## src/verilog/icca_pkg.sv

```systemverilog
package icca_pkg;

  // register byte offsets on the apb bus
  localparam logic [7:0] ICCA_ADDR_CTRL = 8'h00;
  localparam logic [7:0] ICCA_ADDR_KSEL = 8'h04;
  localparam logic [7:0] ICCA_ADDR_KEN = 8'h08;
  localparam logic [7:0] ICCA_ADDR_STAT = 8'h0c;
  localparam logic [7:0] ICCA_ADDR_LCRC = 8'h10;
  localparam logic [7:0] ICCA_ADDR_FRMS = 8'h14;

  // field positions
  localparam int ICCA_CTRL_MASTER_BIT = 0;
  localparam int ICCA_KSEL_BIT = 0;
  localparam int ICCA_KEN_BIT = 0;
  localparam int ICCA_STAT_MASTER_BIT = 0;
  localparam int ICCA_STAT_CRCEN_BIT = 1;
  localparam int ICCA_STAT_IDXEN_BIT = 2;
  localparam int ICCA_STAT_SEQ_BIT = 3;
  localparam int ICCA_STAT_STATE_LSB = 4;

  // reset values
  localparam logic ICCA_MASTER_RST = 1'b0;
  localparam logic ICCA_KSEL_RST = 1'b0;
  localparam logic [1:0] ICCA_EN_RST = 2'h0;

  // chunk kinds as seen through trailer_kind_select
  localparam logic payload_checksum_kind = 1'b0;
  localparam logic param_set_index_kind = 1'b1;

  // checksum definition
  localparam logic [15:0] ICCA_CRC_POLY = 16'h1021;
  localparam logic [15:0] ICCA_CRC_INIT = 16'h0000;
  localparam int ICCA_CRC_BYTES = 2;

  // default width of the index chunk
  localparam int ICCA_IDX_BYTES = 4;
  localparam int ICCA_IDX_W = 8;

  typedef enum logic [1:0] {
    icca_s_pay = 2'b00,
    icca_s_idx = 2'b01,
    icca_s_crc = 2'b10
  } icca_state_t;

endpackage

```

## src/verilog/icca_crc16_byte.sv

```systemverilog
`timescale 1ns/1ps
module icca_crc16_byte
  import icca_pkg::*;
(
  input wire logic [15:0] crc_in,
  input wire logic [7:0] data_in,
  output logic [15:0] crc_out
);

  logic [15:0] chain [0:8];

  assign chain[0] = crc_in;

  // one shift stage per data bit, msb of the byte first, no reflection
  genvar i;
  generate
    for (i = 0; i < 8; i++) begin : g_bit
      logic fb;
      assign fb = chain[i][15] ^ data_in[7 - i];
      assign chain[i + 1] = {chain[i][14:0], 1'b0} ^ (fb ? ICCA_CRC_POLY : 16'h0000);
    end
  endgenerate

  assign crc_out = chain[8];

endmodule

```

## src/verilog/icca_appender.sv

```systemverilog
`timescale 1ns/1ps
// Functional notes
// - with the checksum chunk enabled every image gets a trailer holding an xmodem checksum.
// - the checksum covers all payload bytes and every earlier chunk but not its own bytes.
// - the checksum chunk is always the last thing sent after the image and other chunks.
// - no chunk kind can be enabled while the master trailer enable is off.
// - clearing the master trailer enable clears every chunk enable so later images get none.
// - a kind is enabled by selecting it and then writing its enable true, and acts on later images.
// - with the index chunk enabled each frame carries the parameter set index used to acquire it.
// - the index chunk can only be enabled while the sequencer is enabled as well as the master.
// - an enabled index chunk goes on every image started while the sequencer is enabled, not only on some.
module icca_appender
  import icca_pkg::*;
#(
  parameter int IDX_W = ICCA_IDX_W,
  parameter int IDX_BYTES = ICCA_IDX_BYTES
) (
  input wire logic pclk,
  input wire logic presetn,
  input wire logic ce,
  input wire logic psel,
  input wire logic penable,
  input wire logic pwrite,
  input wire logic [7:0] paddr,
  input wire logic [31:0] pwdata,
  output logic [31:0] prdata,
  output logic pready,
  output logic pslverr,
  input wire logic sequencer_enabled,
  input wire logic [IDX_W-1:0] param_set_index_value,
  input wire logic in_valid,
  input wire logic [7:0] in_data,
  input wire logic in_last,
  output logic in_ready,
  output logic out_valid,
  output logic [7:0] out_data,
  output logic out_last,
  input wire logic out_ready
);

  localparam int SH_W = IDX_BYTES * 8;
  localparam int CNT_W = $clog2(IDX_BYTES + 1) + 1;
  localparam logic [CNT_W-1:0] CNT_IDX_LAST = CNT_W'(IDX_BYTES - 1);
  localparam logic [CNT_W-1:0] CNT_CRC_LAST = CNT_W'(ICCA_CRC_BYTES - 1);

  // control registers
  logic trailer_master_enable_q;
  logic trailer_kind_select_q;
  logic [1:0] trailer_kind_enable_q;

  // stream state
  icca_state_t state_q;
  icca_state_t state_d;
  logic sof_q;
  logic fr_crc_q;
  logic fr_idx_q;
  logic [SH_W-1:0] idx_sh_q;
  logic [CNT_W-1:0] cnt_q;
  logic [15:0] crc_q;
  logic [15:0] crc_next;
  logic [15:0] last_crc_q;
  logic [31:0] frames_q;
  logic out_valid_q;
  logic [7:0] out_data_q;
  logic out_last_q;

  // combinational helpers
  logic wr_en;
  logic rd_setup;
  logic addr_ok;
  logic ready_int;
  logic emit;
  logic take;
  logic cur_crc;
  logic cur_idx;
  logic [7:0] byte_mux;
  logic last_mux;
  logic [31:0] rd_mux;

  // apb decode, zero wait state slave
  assign wr_en = ce && psel && penable && pwrite;
  assign rd_setup = ce && psel && !penable && !pwrite;
  assign pready = 1'b1;

  always_comb begin
    if (paddr == ICCA_ADDR_CTRL) begin
      addr_ok = 1'b1;
    end else if (paddr == ICCA_ADDR_KSEL) begin
      addr_ok = 1'b1;
    end else if (paddr == ICCA_ADDR_KEN) begin
      addr_ok = 1'b1;
    end else if (paddr == ICCA_ADDR_STAT) begin
      addr_ok = 1'b1;
    end else if (paddr == ICCA_ADDR_LCRC) begin
      addr_ok = 1'b1;
    end else if (paddr == ICCA_ADDR_FRMS) begin
      addr_ok = 1'b1;
    end else begin
      addr_ok = 1'b0;
    end
  end

  assign pslverr = psel && penable && !addr_ok;

  // master enable; dropping it wipes all kind enables
  always_ff @(posedge pclk or negedge presetn) begin
    if (!presetn) begin
      trailer_master_enable_q <= ICCA_MASTER_RST;
    end else if (wr_en && paddr == ICCA_ADDR_CTRL) begin
      trailer_master_enable_q <= pwdata[ICCA_CTRL_MASTER_BIT];
    end
  end

  // kind selector
  always_ff @(posedge pclk or negedge presetn) begin
    if (!presetn) begin
      trailer_kind_select_q <= ICCA_KSEL_RST;
    end else if (wr_en && paddr == ICCA_ADDR_KSEL) begin
      trailer_kind_select_q <= pwdata[ICCA_KSEL_BIT];
    end
  end

  // per kind enables, written through the selector
  always_ff @(posedge pclk or negedge presetn) begin
    if (!presetn) begin
      trailer_kind_enable_q <= ICCA_EN_RST;
    end else if (wr_en && paddr == ICCA_ADDR_CTRL) begin
      if (!pwdata[ICCA_CTRL_MASTER_BIT]) begin
        trailer_kind_enable_q <= ICCA_EN_RST;
      end
    end else if (wr_en && paddr == ICCA_ADDR_KEN) begin
      if (!pwdata[ICCA_KEN_BIT]) begin
        trailer_kind_enable_q[trailer_kind_select_q] <= 1'b0;
      end else if (trailer_master_enable_q) begin
        if (trailer_kind_select_q == payload_checksum_kind) begin
          trailer_kind_enable_q[payload_checksum_kind] <= 1'b1;
        end else if (sequencer_enabled) begin
          trailer_kind_enable_q[param_set_index_kind] <= 1'b1;
        end
      end
    end
  end

  // read data captured in the setup phase
  always_comb begin
    rd_mux = 32'h0000_0000;
    if (paddr == ICCA_ADDR_CTRL) begin
      rd_mux[ICCA_CTRL_MASTER_BIT] = trailer_master_enable_q;
    end else if (paddr == ICCA_ADDR_KSEL) begin
      rd_mux[ICCA_KSEL_BIT] = trailer_kind_select_q;
    end else if (paddr == ICCA_ADDR_KEN) begin
      rd_mux[ICCA_KEN_BIT] = trailer_kind_enable_q[trailer_kind_select_q];
    end else if (paddr == ICCA_ADDR_STAT) begin
      rd_mux[ICCA_STAT_MASTER_BIT] = trailer_master_enable_q;
      rd_mux[ICCA_STAT_CRCEN_BIT] = trailer_kind_enable_q[payload_checksum_kind];
      rd_mux[ICCA_STAT_IDXEN_BIT] = trailer_kind_enable_q[param_set_index_kind];
      rd_mux[ICCA_STAT_SEQ_BIT] = sequencer_enabled;
      rd_mux[ICCA_STAT_STATE_LSB +: 2] = state_q;
    end else if (paddr == ICCA_ADDR_LCRC) begin
      rd_mux[15:0] = last_crc_q;
    end else if (paddr == ICCA_ADDR_FRMS) begin
      rd_mux = frames_q;
    end
  end

  always_ff @(posedge pclk or negedge presetn) begin
    if (!presetn) begin
      prdata <= 32'h0000_0000;
    end else if (rd_setup) begin
      prdata <= rd_mux;
    end
  end

  // enables seen by the frame: live on its first byte, frozen after that
  assign cur_crc = sof_q ?
                   (trailer_master_enable_q && trailer_kind_enable_q[payload_checksum_kind]) :
                   fr_crc_q;
  assign cur_idx = sof_q ? (trailer_master_enable_q && sequencer_enabled &&
                            trailer_kind_enable_q[param_set_index_kind]) : fr_idx_q;

  // output register accepts a new byte when empty or drained
  assign ready_int = !out_valid_q || out_ready;
  assign emit = (state_q == icca_s_pay) ? in_valid : 1'b1;
  assign take = ce && ready_int && emit;
  assign in_ready = ce && ready_int && (state_q == icca_s_pay);

  // byte source and end of frame marking
  always_comb begin
    byte_mux = in_data;
    last_mux = 1'b0;
    state_d = state_q;
    case (state_q)
      icca_s_pay: begin
        byte_mux = in_data;
        last_mux = in_last && !cur_idx && !cur_crc;
        if (in_last) begin
          if (cur_idx) begin
            state_d = icca_s_idx;
          end else if (cur_crc) begin
            state_d = icca_s_crc;
          end
        end
      end
      icca_s_idx: begin
        byte_mux = idx_sh_q[7:0];
        last_mux = (cnt_q == CNT_IDX_LAST) && !fr_crc_q;
        if (cnt_q == CNT_IDX_LAST) begin
          state_d = fr_crc_q ? icca_s_crc : icca_s_pay;
        end
      end
      icca_s_crc: begin
        byte_mux = (cnt_q == '0) ? crc_q[15:8] : crc_q[7:0];
        last_mux = (cnt_q == CNT_CRC_LAST);
        if (cnt_q == CNT_CRC_LAST) begin
          state_d = icca_s_pay;
        end
      end
      default: begin
        state_d = icca_s_pay;
      end
    endcase
  end

  always_ff @(posedge pclk or negedge presetn) begin
    if (!presetn) begin
      state_q <= icca_s_pay;
    end else if (take) begin
      state_q <= state_d;
    end
  end

  // chunk byte counter
  always_ff @(posedge pclk or negedge presetn) begin
    if (!presetn) begin
      cnt_q <= '0;
    end else if (take) begin
      cnt_q <= (state_d != state_q) ? '0 : cnt_q + CNT_W'(1);
    end
  end

  // frame start marker and per frame latch of enables and index
  always_ff @(posedge pclk or negedge presetn) begin
    if (!presetn) begin
      sof_q <= 1'b1;
      fr_crc_q <= 1'b0;
      fr_idx_q <= 1'b0;
      idx_sh_q <= '0;
    end else if (take) begin
      if (state_q == icca_s_pay && sof_q) begin
        fr_crc_q <= cur_crc;
        fr_idx_q <= cur_idx;
        idx_sh_q <= SH_W'(param_set_index_value);
      end else if (state_q == icca_s_idx) begin
        idx_sh_q <= idx_sh_q >> 8; // low byte first
      end
      sof_q <= last_mux;
    end
  end

  icca_crc16_byte u_crc (
    .crc_in(crc_q),
    .data_in(byte_mux),
    .crc_out(crc_next)
  );

  // running checksum over payload and index bytes, restarted per frame
  always_ff @(posedge pclk or negedge presetn) begin
    if (!presetn) begin
      crc_q <= ICCA_CRC_INIT;
    end else if (take) begin
      if (last_mux) begin
        crc_q <= ICCA_CRC_INIT;
      end else if (state_q != icca_s_crc) begin
        crc_q <= crc_next;
      end
    end
  end

  // last checksum sent and frame count, visible to software
  always_ff @(posedge pclk or negedge presetn) begin
    if (!presetn) begin
      last_crc_q <= 16'h0000;
      frames_q <= 32'h0000_0000;
    end else if (take) begin
      if (state_q == icca_s_crc && cnt_q == '0) begin
        last_crc_q <= crc_q;
      end
      if (last_mux) begin
        frames_q <= frames_q + 32'h0000_0001;
      end
    end
  end

  // registered output stage
  always_ff @(posedge pclk or negedge presetn) begin
    if (!presetn) begin
      out_valid_q <= 1'b0;
      out_data_q <= 8'h00;
      out_last_q <= 1'b0;
    end else if (ce && ready_int) begin
      out_valid_q <= emit;
      if (emit) begin
        out_data_q <= byte_mux;
        out_last_q <= last_mux;
      end
    end
  end

  assign out_valid = out_valid_q && ce; // a frozen stage offers nothing, so no byte is lost
  assign out_data = out_data_q;
  assign out_last = out_last_q;

endmodule

```

## config.mk

```make
export PLATFORM = sky130hd
export DESIGN_NAME = icca_appender
export DESIGN_NICKNAME = d
export VERILOG_FILES = /design/src/verilog/icca_pkg.sv /design/src/verilog/icca_crc16_byte.sv /design/src/verilog/icca_appender.sv
export SDC_FILE = /design/constraint.sdc
export NUM_CORES = 1
export LEC_CHECK = 0
export ABC_AREA = 1
export BUFFER_PORTS_ARGS = -buffer_cell sky130_fd_sc_hd__buf_2
export CAP_MARGIN = 10
export CORE_UTILIZATION = 40
export CTS_CLUSTER_DIAMETER = 50
export DETAILED_ROUTE_END_ITERATION = 12
export GPL_ROUTABILITY_DRIVEN = 0
export PLACE_DENSITY = 0.62
export SYNTH_ARGS = -nofsm -noshare
export SYNTH_HDL_FRONTEND = slang
export SYNTH_SLANG_ARGS = --single-unit
```

## constraint.sdc

```tcl
create_clock -name pclk -period 2.35 [get_ports pclk]
set_clock_uncertainty 0.1 [all_clocks]
set_input_delay 0.1175 -clock pclk [delete_from_list [all_inputs] [get_ports pclk]]
set_output_delay 0.1175 -clock pclk [all_outputs]
set_load 0.01 [all_outputs]
```

; Word level (Yosys, flattened, before mapping)
; Index checks and enable logic that the tools add are counted.
[classes]
reduce_logical = 45
n_mux = 55
n_addsub = 2
n_eq_ne = 16
magnitude_cmp = 2
n_bitwise = 18
[op_table]
columns = cell, count
row1 = XOR 16 bit, 8
row2 = two-way mux 13 bit, 8
row3 = two-way mux 32 bit, 3
row4 = two-way mux 31 bit, 3
row5 = two-way mux 16 bit, 4
row6 = adder 32 x 1 -> 32 bit (second input constant), 1
row7 = two-way mux 26 bit, 1
row8 = logical AND 1 bit, 23
row9 = two-way mux 2 bit, 11
row10 = two-way mux 1 bit, 18
row11 = equality test 8 x 4 -> 1 bit (second input constant), 2
row12 = equality test 8 x 5 -> 1 bit (second input constant), 2
row13 = one-hot mux 8 bit (2 select lines), 1
row14 = inequality test 3 bit (second input constant), 4
row15 = AND reduction 2 bit, 6
row16 = equality test 8 x 3 -> 1 bit (second input constant), 1
row17 = logical NOT 8 bit, 1
row18 = two-way mux 8 bit, 1
row19 = XOR 1 bit, 8
row20 = logical NOT 1 bit, 7
row21 = two-way mux 6 bit, 1
row22 = one-hot mux 2 bit (3 select lines), 1
row23 = nonzero test 2 bit, 3
row24 = AND reduction 5 bit, 1
row25 = other kinds (18), 19
[totals]
ff_bits = 151
input_bits = 66
out_inout_bits = 45
word_cells = 155

; Longest topological paths before layout
[logic_depth]
word_depth = 29
ltp_mapped = 15
depth_no_buf = 14

; By module
; From an unflattened synthesis, not the netlist that was laid out.
[hier_totals]
cells_unflattened = 955
area_unflattened_um2 = 7096.8
[by_module_without_submodules]
columns = mod, instances, area_per_inst_um2, cells_per_inst
row1 = icca_appender, 1, 6588.8, 842
row2 = icca_crc16_byte, 1, 508.0, 113

; Least setup slack after synthesis
; No wires, ideal clock.
[synth_timing]
path_kind = flip-flop to flip-flop
from = register state_q[0]
to = register crc_q[15]
arrival_time_ps = 1728
slack_ps = 405
path_buffers = 0
path_stages_with_launch = 14
period_less_slack_ps = 1945
cell_sequence = dfrtp_1 -> inv_1 -> ha_1 -> inv_1 -> a21oi_1 -> nand2_2 -> nand2_2 -> nand2_1 -> nand2_1 -> nand2_2 -> nand2_2 -> nand2_1 -> nand3_1 -> nand2_1
[synth_between]
elab_chain_cells = 16
[synth_rtl]
columns = element, line_no
row1 = from (decl), icca_appender.sv:52  ; icca_state_t state_q;
row2 = from (signal assigned), icca_appender.sv:226  ; state_q <= icca_s_pay;
row3 = from (signal assigned), icca_appender.sv:228  ; state_q <= state_d;
row4 = equality test 2 bit / equality test 2 x 1 -> 1 bit (equally long branches), icca_appender.sv:192  ; case (state_q)
row5 = one-hot mux 8 bit (2 select lines), icca_appender.sv:192
row6 = XOR 1 bit, icca_crc16_byte.sv:19  ; assign fb = chain[i][15] ^ data_in[7 - i];
row7 = two-way mux 13 bit, icca_crc16_byte.sv:20  ; assign chain[i + 1] = {chain[i][14:0], 1'b0} ^ (fb ? ICCA_CRC_POLY : 16'h0000);
row8 = XOR 16 bit (4 in a row), icca_crc16_byte.sv:20
row9 = XOR 1 bit, icca_crc16_byte.sv:19
row10 = two-way mux 13 bit, icca_crc16_byte.sv:20
row11 = XOR 16 bit (4 in a row), icca_crc16_byte.sv:20
row12 = two-way mux 16 bit, icca_appender.sv:273  ; end else if (state_q != icca_s_crc) begin
row13 = two-way mux 16 bit, icca_appender.sv:271  ; if (last_mux) begin
row14 = to (signal assigned), icca_appender.sv:274  ; crc_q <= crc_next;
row15 = to (decl), icca_appender.sv:59  ; logic [15:0] crc_q;
; Parallel ways exist; a longest one is shown, timed or not. The select of a mux whose other input is x is not followed.
; A chain may end at the register's enable or synchronous reset.

; Final worst setup path
[layout_timing]
from = register state_q[1]
to = register frames_q[15]
[layout_between]
elab_chain_cells = 4
[layout_rtl]
columns = element, line_no
row1 = "parallel branches: the longest is 3 deep, another holds one-hot mux 1 bit (3 select lines)", -
row2 = AND reduction 2 bit (no source line) (*), -
row3 = to (signal assigned), icca_appender.sv:289  ; frames_q <= frames_q + 32'h0000_0001;
row4 = to (decl), icca_appender.sv:62  ; logic [31:0] frames_q;
; Every way passes the cells marked *.

==> impl_metrics.xml <==
<?xml version="1.0" encoding="UTF-8"?>
<metrics>
  <group name="power">
    <metric name="cellPowerDensity" unit="nW/um^2">1140</metric>
    <metric name="power.ir.vdd_worst" unit="uV">744</metric>
    <metric name="combPwrFrac" unit="%">40.7</metric>
    <metric name="seq_power_share" unit="%">31.8</metric>
    <metric name="p_sw" unit="uW">4060</metric>
    <metric name="total_leakage_power" unit="uW">0.00435</metric>
    <metric name="sum_of_internal_switching_and_leakage_power" unit="uW">9930</metric>
    <metric name="portion_of_total_power_attributed_to_the_clock_network" unit="%">27.5</metric>
    <metric name="p_int" unit="uW">5870</metric>
    <metric name="power.switching_fraction" unit="%">40.9</metric>
  </group>
  <group name="logic_synthesis">
    <metric name="synth_warnings" unit="">0</metric>
    <metric name="synth_sequential_area_ratio" unit="%">44.8</metric>
    <metric name="yosys.cell_types.count" unit="">36</metric>
    <metric name="netlist_area" unit="sq um">7100</metric>
    <metric name="number_of_storage_elements_in_the_synthesis_netlist" unit="">127</metric>
    <metric name="synthMuxAreaShare" unit="%">0</metric>
    <metric name="post_synth_and_or_nand_nor_area_fraction" unit="%">34.2</metric>
    <metric name="postSynthCellCount" unit="">960</metric>
    <metric name="synth-xor-area-share" unit="%">3.45</metric>
    <metric name="async_reset_ff_share" unit="%">100</metric>
    <metric name="compound_gate_fraction_of_synth_area" unit="%">8.64</metric>
    <metric name="mappedNetlistNets" unit="">1034</metric>
    <metric name="number_of_enable_type_register_cells_in_the_synthesized_netlist" unit="">0</metric>
    <metric name="post_synth_fa_ha_maj_area_fraction" unit="%">1.41</metric>
    <metric name="synthFlopType" unit="">dfrtp_1</metric>
    <metric name="syn_avg_cell_area" unit="sq um">7.40</metric>
    <metric name="main_combinational_cell_family_by_area_after_synthesis" unit="">simple AND/OR/NAND/NOR gates</metric>
  </group>
  <group name="worst_hold_path">
    <metric name="worst_hold_path_type" unit="">in -&gt; reg</metric>
  </group>
  <group name="floorplan">
    <metric name="die_width" unit="microns">135</metric>
    <metric name="ports" unit="">111</metric>
    <metric name="floorplan.die.height" unit="microns">135</metric>
    <metric name="start_util" unit="%">41.0</metric>
    <metric name="core-area" unit="sq um">17300</metric>
    <metric name="design.die.area" unit="sq um">18300</metric>
    <metric name="rows" unit="">48</metric>
  </group>
  <group name="sta">
    <metric name="final.min_clock_period" unit="ns">2.21</metric>
    <metric name="max-slew-margin-rel" unit="%">50.4</metric>
    <metric name="worst-slew-pin-transition" unit="ns">0.742</metric>
    <metric name="grt_setup_unrepaired" unit="">true</metric>
    <metric name="setup_viol" unit="">0</metric>
    <metric name="finalCritPeriodShare" unit="%">94.2</metric>
    <metric name="timing.final.hold_violations" unit="">0</metric>
    <metric name="max_slew_violations" unit="">0</metric>
    <metric name="fmax" unit="GHz">0.452</metric>
  </group>
  <group name="finish">
    <metric name="fill_cells" unit="">1699</metric>
    <metric name="num-nets-final" unit="">1149</metric>
    <metric name="final_layout_size_suffix_gt1_share" unit="%">17.5</metric>
    <metric name="flow.area_growth_from_synthesis" unit="%">22.2</metric>
    <metric name="diodes" unit="">0</metric>
    <metric name="multi_input_comb_area" unit="sq um">3450</metric>
    <metric name="final-instance-count-excl-fill" unit="">1313</metric>
    <metric name="layout.area.seq" unit="sq um">3180</metric>
  </group>
  <group name="critical_path">
    <metric name="critical_path_arrival" unit="ns">2.38</metric>
    <metric name="worst_setup_path_start_kind" unit="">register</metric>
    <metric name="worstSetupStartpoint" unit="">state_q[1]$_DFFE_PN0P_</metric>
    <metric name="endpoint" unit="">frames_q[15]$_DFFE_PN0P_</metric>
    <metric name="timing.setup.critical_path_class" unit="">reg -&gt; reg</metric>
    <metric name="timing.critical_path.to_type" unit="">register</metric>
    <metric name="crit_slowest_cell" unit="">nor2_2</metric>
    <metric name="wp_depth" unit="">10</metric>
    <metric name="critical_path_buf_inv_count" unit="">4</metric>
    <metric name="worst-path-max-fanout" unit="">12</metric>
    <metric name="worst_r2r_startpoint" unit="">state_q[1]$_DFFE_PN0P_</metric>
    <metric name="worst-r2r-setup-slack" unit="ns">0.14</metric>
    <metric name="max_stage_delay" unit="ns">0.54</metric>
    <metric name="r2r.worst_path.cells" unit="">10</metric>
    <metric name="critical_path.cell_chain" unit="">inv_1 -&gt; buf_4 -&gt; ha_1 -&gt; inv_1 -&gt; o22ai_1 -&gt; inv_1 -&gt; o21ai_2 -&gt; nand2_4 -&gt; nor2_2 -&gt; o21ai_0</metric>
    <metric name="reg2reg_to" unit="">frames_q[15]$_DFFE_PN0P_</metric>
    <metric name="required" unit="ns">2.52</metric>
    <metric name="critPathMostFrequentCell" unit="">inv_1</metric>
    <metric name="timing.critical_path.max_delay_family" unit="">simple AND/OR/NAND/NOR gates</metric>
  </group>
  <group name="clocking">
    <metric name="cts.reportedPaths.clkPinSlew" unit="ns">0.06</metric>
    <metric name="htree_levels" unit="">4</metric>
    <metric name="tritoncts" unit="">done</metric>
    <metric name="cts_made_buffers" unit="">17</metric>
    <metric name="clock-sinks" unit="">127</metric>
    <metric name="clock_path_buffers" unit="">2</metric>
    <metric name="clock_latency" unit="ns">0.42</metric>
    <metric name="cell_chosen_for_the_clock_root" unit="">clkbuf_16</metric>
  </group>
  <group name="detailed_routing">
    <metric name="drtPass1Iterations" unit="">5</metric>
    <metric name="via_per_inst" unit="">5.03</metric>
    <metric name="route.detailed.wl_per_inst" unit="microns">14.6</metric>
    <metric name="detailroute.via_count" unit="">6600</metric>
    <metric name="antenna_violating_nets_left" unit="">0</metric>
    <metric name="drc" unit="">0</metric>
    <metric name="drt_iter0_markers" unit="">449</metric>
    <metric name="wirelength" unit="microns">19200</metric>
  </group>
  <group name="grt">
    <metric name="global_route_wire_length_before_repair" unit="microns">31800</metric>
    <metric name="total_track_usage" unit="%">22.4</metric>
    <metric name="grt_pass1_vias" unit="">6360</metric>
    <metric name="grt.overflow.total" unit="">0</metric>
    <metric name="largest_net_degree_at_the_start_of_global_routing" unit="">59</metric>
    <metric name="grt_antenna_before_repair" unit="">0</metric>
  </group>
  <group name="placed_design">
    <metric name="place.detailed.instances" unit="">1260</metric>
    <metric name="place.port_buffers" unit="">78</metric>
    <metric name="place_hpwl" unit="microns">13300</metric>
  </group>
  <group name="outcome">
    <metric name="status" unit="">complete, no violations</metric>
  </group>
  <group name="flow_run">
    <metric name="cap_violations" unit="">0</metric>
  </group>
</metrics>
==> layer usage <==
metal,vias up,global-route usage (%),share of wire (%)
li1,3332,-,-
met1,3055,29.0,46
met2,181,36.6,48
met3,32,4.45,4.1
met4,0,8.99,2.2
met5,-,0,0
==> layout make-up <==
class	instances	share of cell area, %
clock buffer	21	5.42
clock inverter	11	1.59
inverter	91	3.94
multi-input combinational	713	39.8
sequential	127	36.7
tap	225	3.25
timing repair buffer	125	9.38
==> stage by stage <==
| stage | cell area (sq um) | hold WS (ns) | utilization, % | setup WS, ns | setup TNS, ns |
|---|---|---|---|---|---|
| 2_1_floorplan | 7100 | -0.278 | - | 0.405 | 0 |
| 3_3_place_gp | 7830 | 0.00459 | 45.3 | -0.000451 | -0.000653 |
| 3_5_place_dp | 7830 | -0.000518 | 45.3 | -0.125 | -1.04 |
| 4_1_cts | 8600 | 0.0275 | 49.7 | 0.0883 | 0 |
| 5_1_grt | 8670 | 0.0694 | 50.1 | -0.0423 | -0.156 |
| 6_report | 8670 | 0.0396 | 50.1 | 0.136 | 0 |
==> synth_stat cells, types with 2 or more instances <==
cell type / number / area share, %
nand3b_1: 2 / 0.21
nand2_1: 351 / 19
nor3_1: 18 / 1.3
o21ai_0: 74 / 5.2
o21ai_1: 10 / 0.70
nor2_2: 3 / 0.26
nor2_4: 2 / 0.32
nor2_1: 34 / 1.8
nor3_2: 2 / 0.28
nand4_1: 10 / 0.88
nor4_1: 8 / 0.70
xor2_1: 25 / 3.1
inv_1: 86 / 4.5
inv_2: 5 / 0.26
nand2_2: 14 / 1.2
buf_2: 13 / 0.92
dfrtp_1: 126 / 44
nand3_1: 102 / 7.2
a21oi_1: 17 / 1.2
clkbuf_1: 9 / 0.48
ha_1: 8 / 1.4
xnor2_1: 3 / 0.37
or2_2: 8 / 0.70
buf_4: 5 / 0.53
buf_6: 4 / 0.63
o21ai_2: 3 / 0.37
o31ai_1: 9 / 0.95
==> state kept, by name, indices dropped and copies added (netlist names), 4 cells and up <==
register / cells
cnt_q: 4
crc_q: 16
frames_q: 32
idx_sh_q: 8
last_crc_q: 16
out_data: 8
prdata: 32
==> placed cells by master (no fill, tap or decap), types with 2 or more instances in the layout <==
cell,n
dfrtp_1,126
nor2_4,3
o21ai_2,4
nand3b_1,2
xnor2_1,3
clkinv_2,5
inv_1,86
nor3_1,16
nand2_2,12
inv_2,5
nor2_2,5
dlygate4sd3_1,14
a21oi_1,17
buf_2,77
nor2_1,34
nand2_4,2
nand2_1,351
buf_12,2
clkbuf_16,17
buf_4,30
nor3_2,4
clkinvlp_4,3
nand3_1,102
o21ai_0,74
nand4_1,10
ha_1,8
clkbuf_8,3
bufinv_16,3
o21ai_1,9
nor4_1,8
o31ai_1,9
xor2_1,25
or2_2,8
buf_6,2
==> what timing repair did <==
item                                    4_1_cts  5_1_grt
hold buffers                                 14        0
setup buffers                                 0        4
endpoints found under the setup margin       31       48
pin swaps                                     0        3
hold endpoints to repair                    103        0
gates resized for setup                       3        4
cloned                                        1        2
==> kinds of logic (layout without fill, tap and decap cells) <==
| kind of cell | count (synthesis) | after routing |
|---|---|---|
| flops | 127 | 127 |
| xor+xnor | 28 | 28 |
| buf+inv | 123 | 248 |
| compound gates | 115 | 115 |
| other cells | 1 | 1 |
| fa+ha+maj | 8 | 8 |
| simple gates | 558 | 561 |
==> tightest hold or removal path, stage by stage <==
cell and delay (ns):
buf_2 0.14, nand3_1 0.09, nand3_1 0.08, nand2_1 0.06
nand2_1 0.04
==> worst min path at each step <==
| stage | from | cells past startpoint | to |
|---|---|---|---|
| floorplan | presetn | 0 | cnt_q[0]$_DFFE_PN0P_ |
| global placement | presetn | 1 | prdata[26]$_DFFE_PN0P_ |
| detailed placement | presetn | 1 | prdata[26]$_DFFE_PN0P_ |
| CTS | paddr[2] | 5 | prdata[0]$_DFFE_PN0P_ |
| global route | in_valid | 4 | out_valid_q$_DFFE_PN0P_ |
| finish | paddr[2] | 5 | prdata[0]$_DFFE_PN0P_ |
==> power by group through the flow <==
| stage | clock (uW) | combinational, uW | sequential, uW |
|---|---|---|---|
| final | 2730 | 4040 | 3150 |
| after global routing | 2870 | 4590 | 3230 |
| after CTS | 2780 | 3920 | 3150 |
| after detailed placement | 0 | 3820 | 3180 |
| after global placement | 0 | 3750 | 3170 |
| after floorplan | 0 | 2720 | 3120 |
Note: power is estimated with default switching activity, not from simulation.
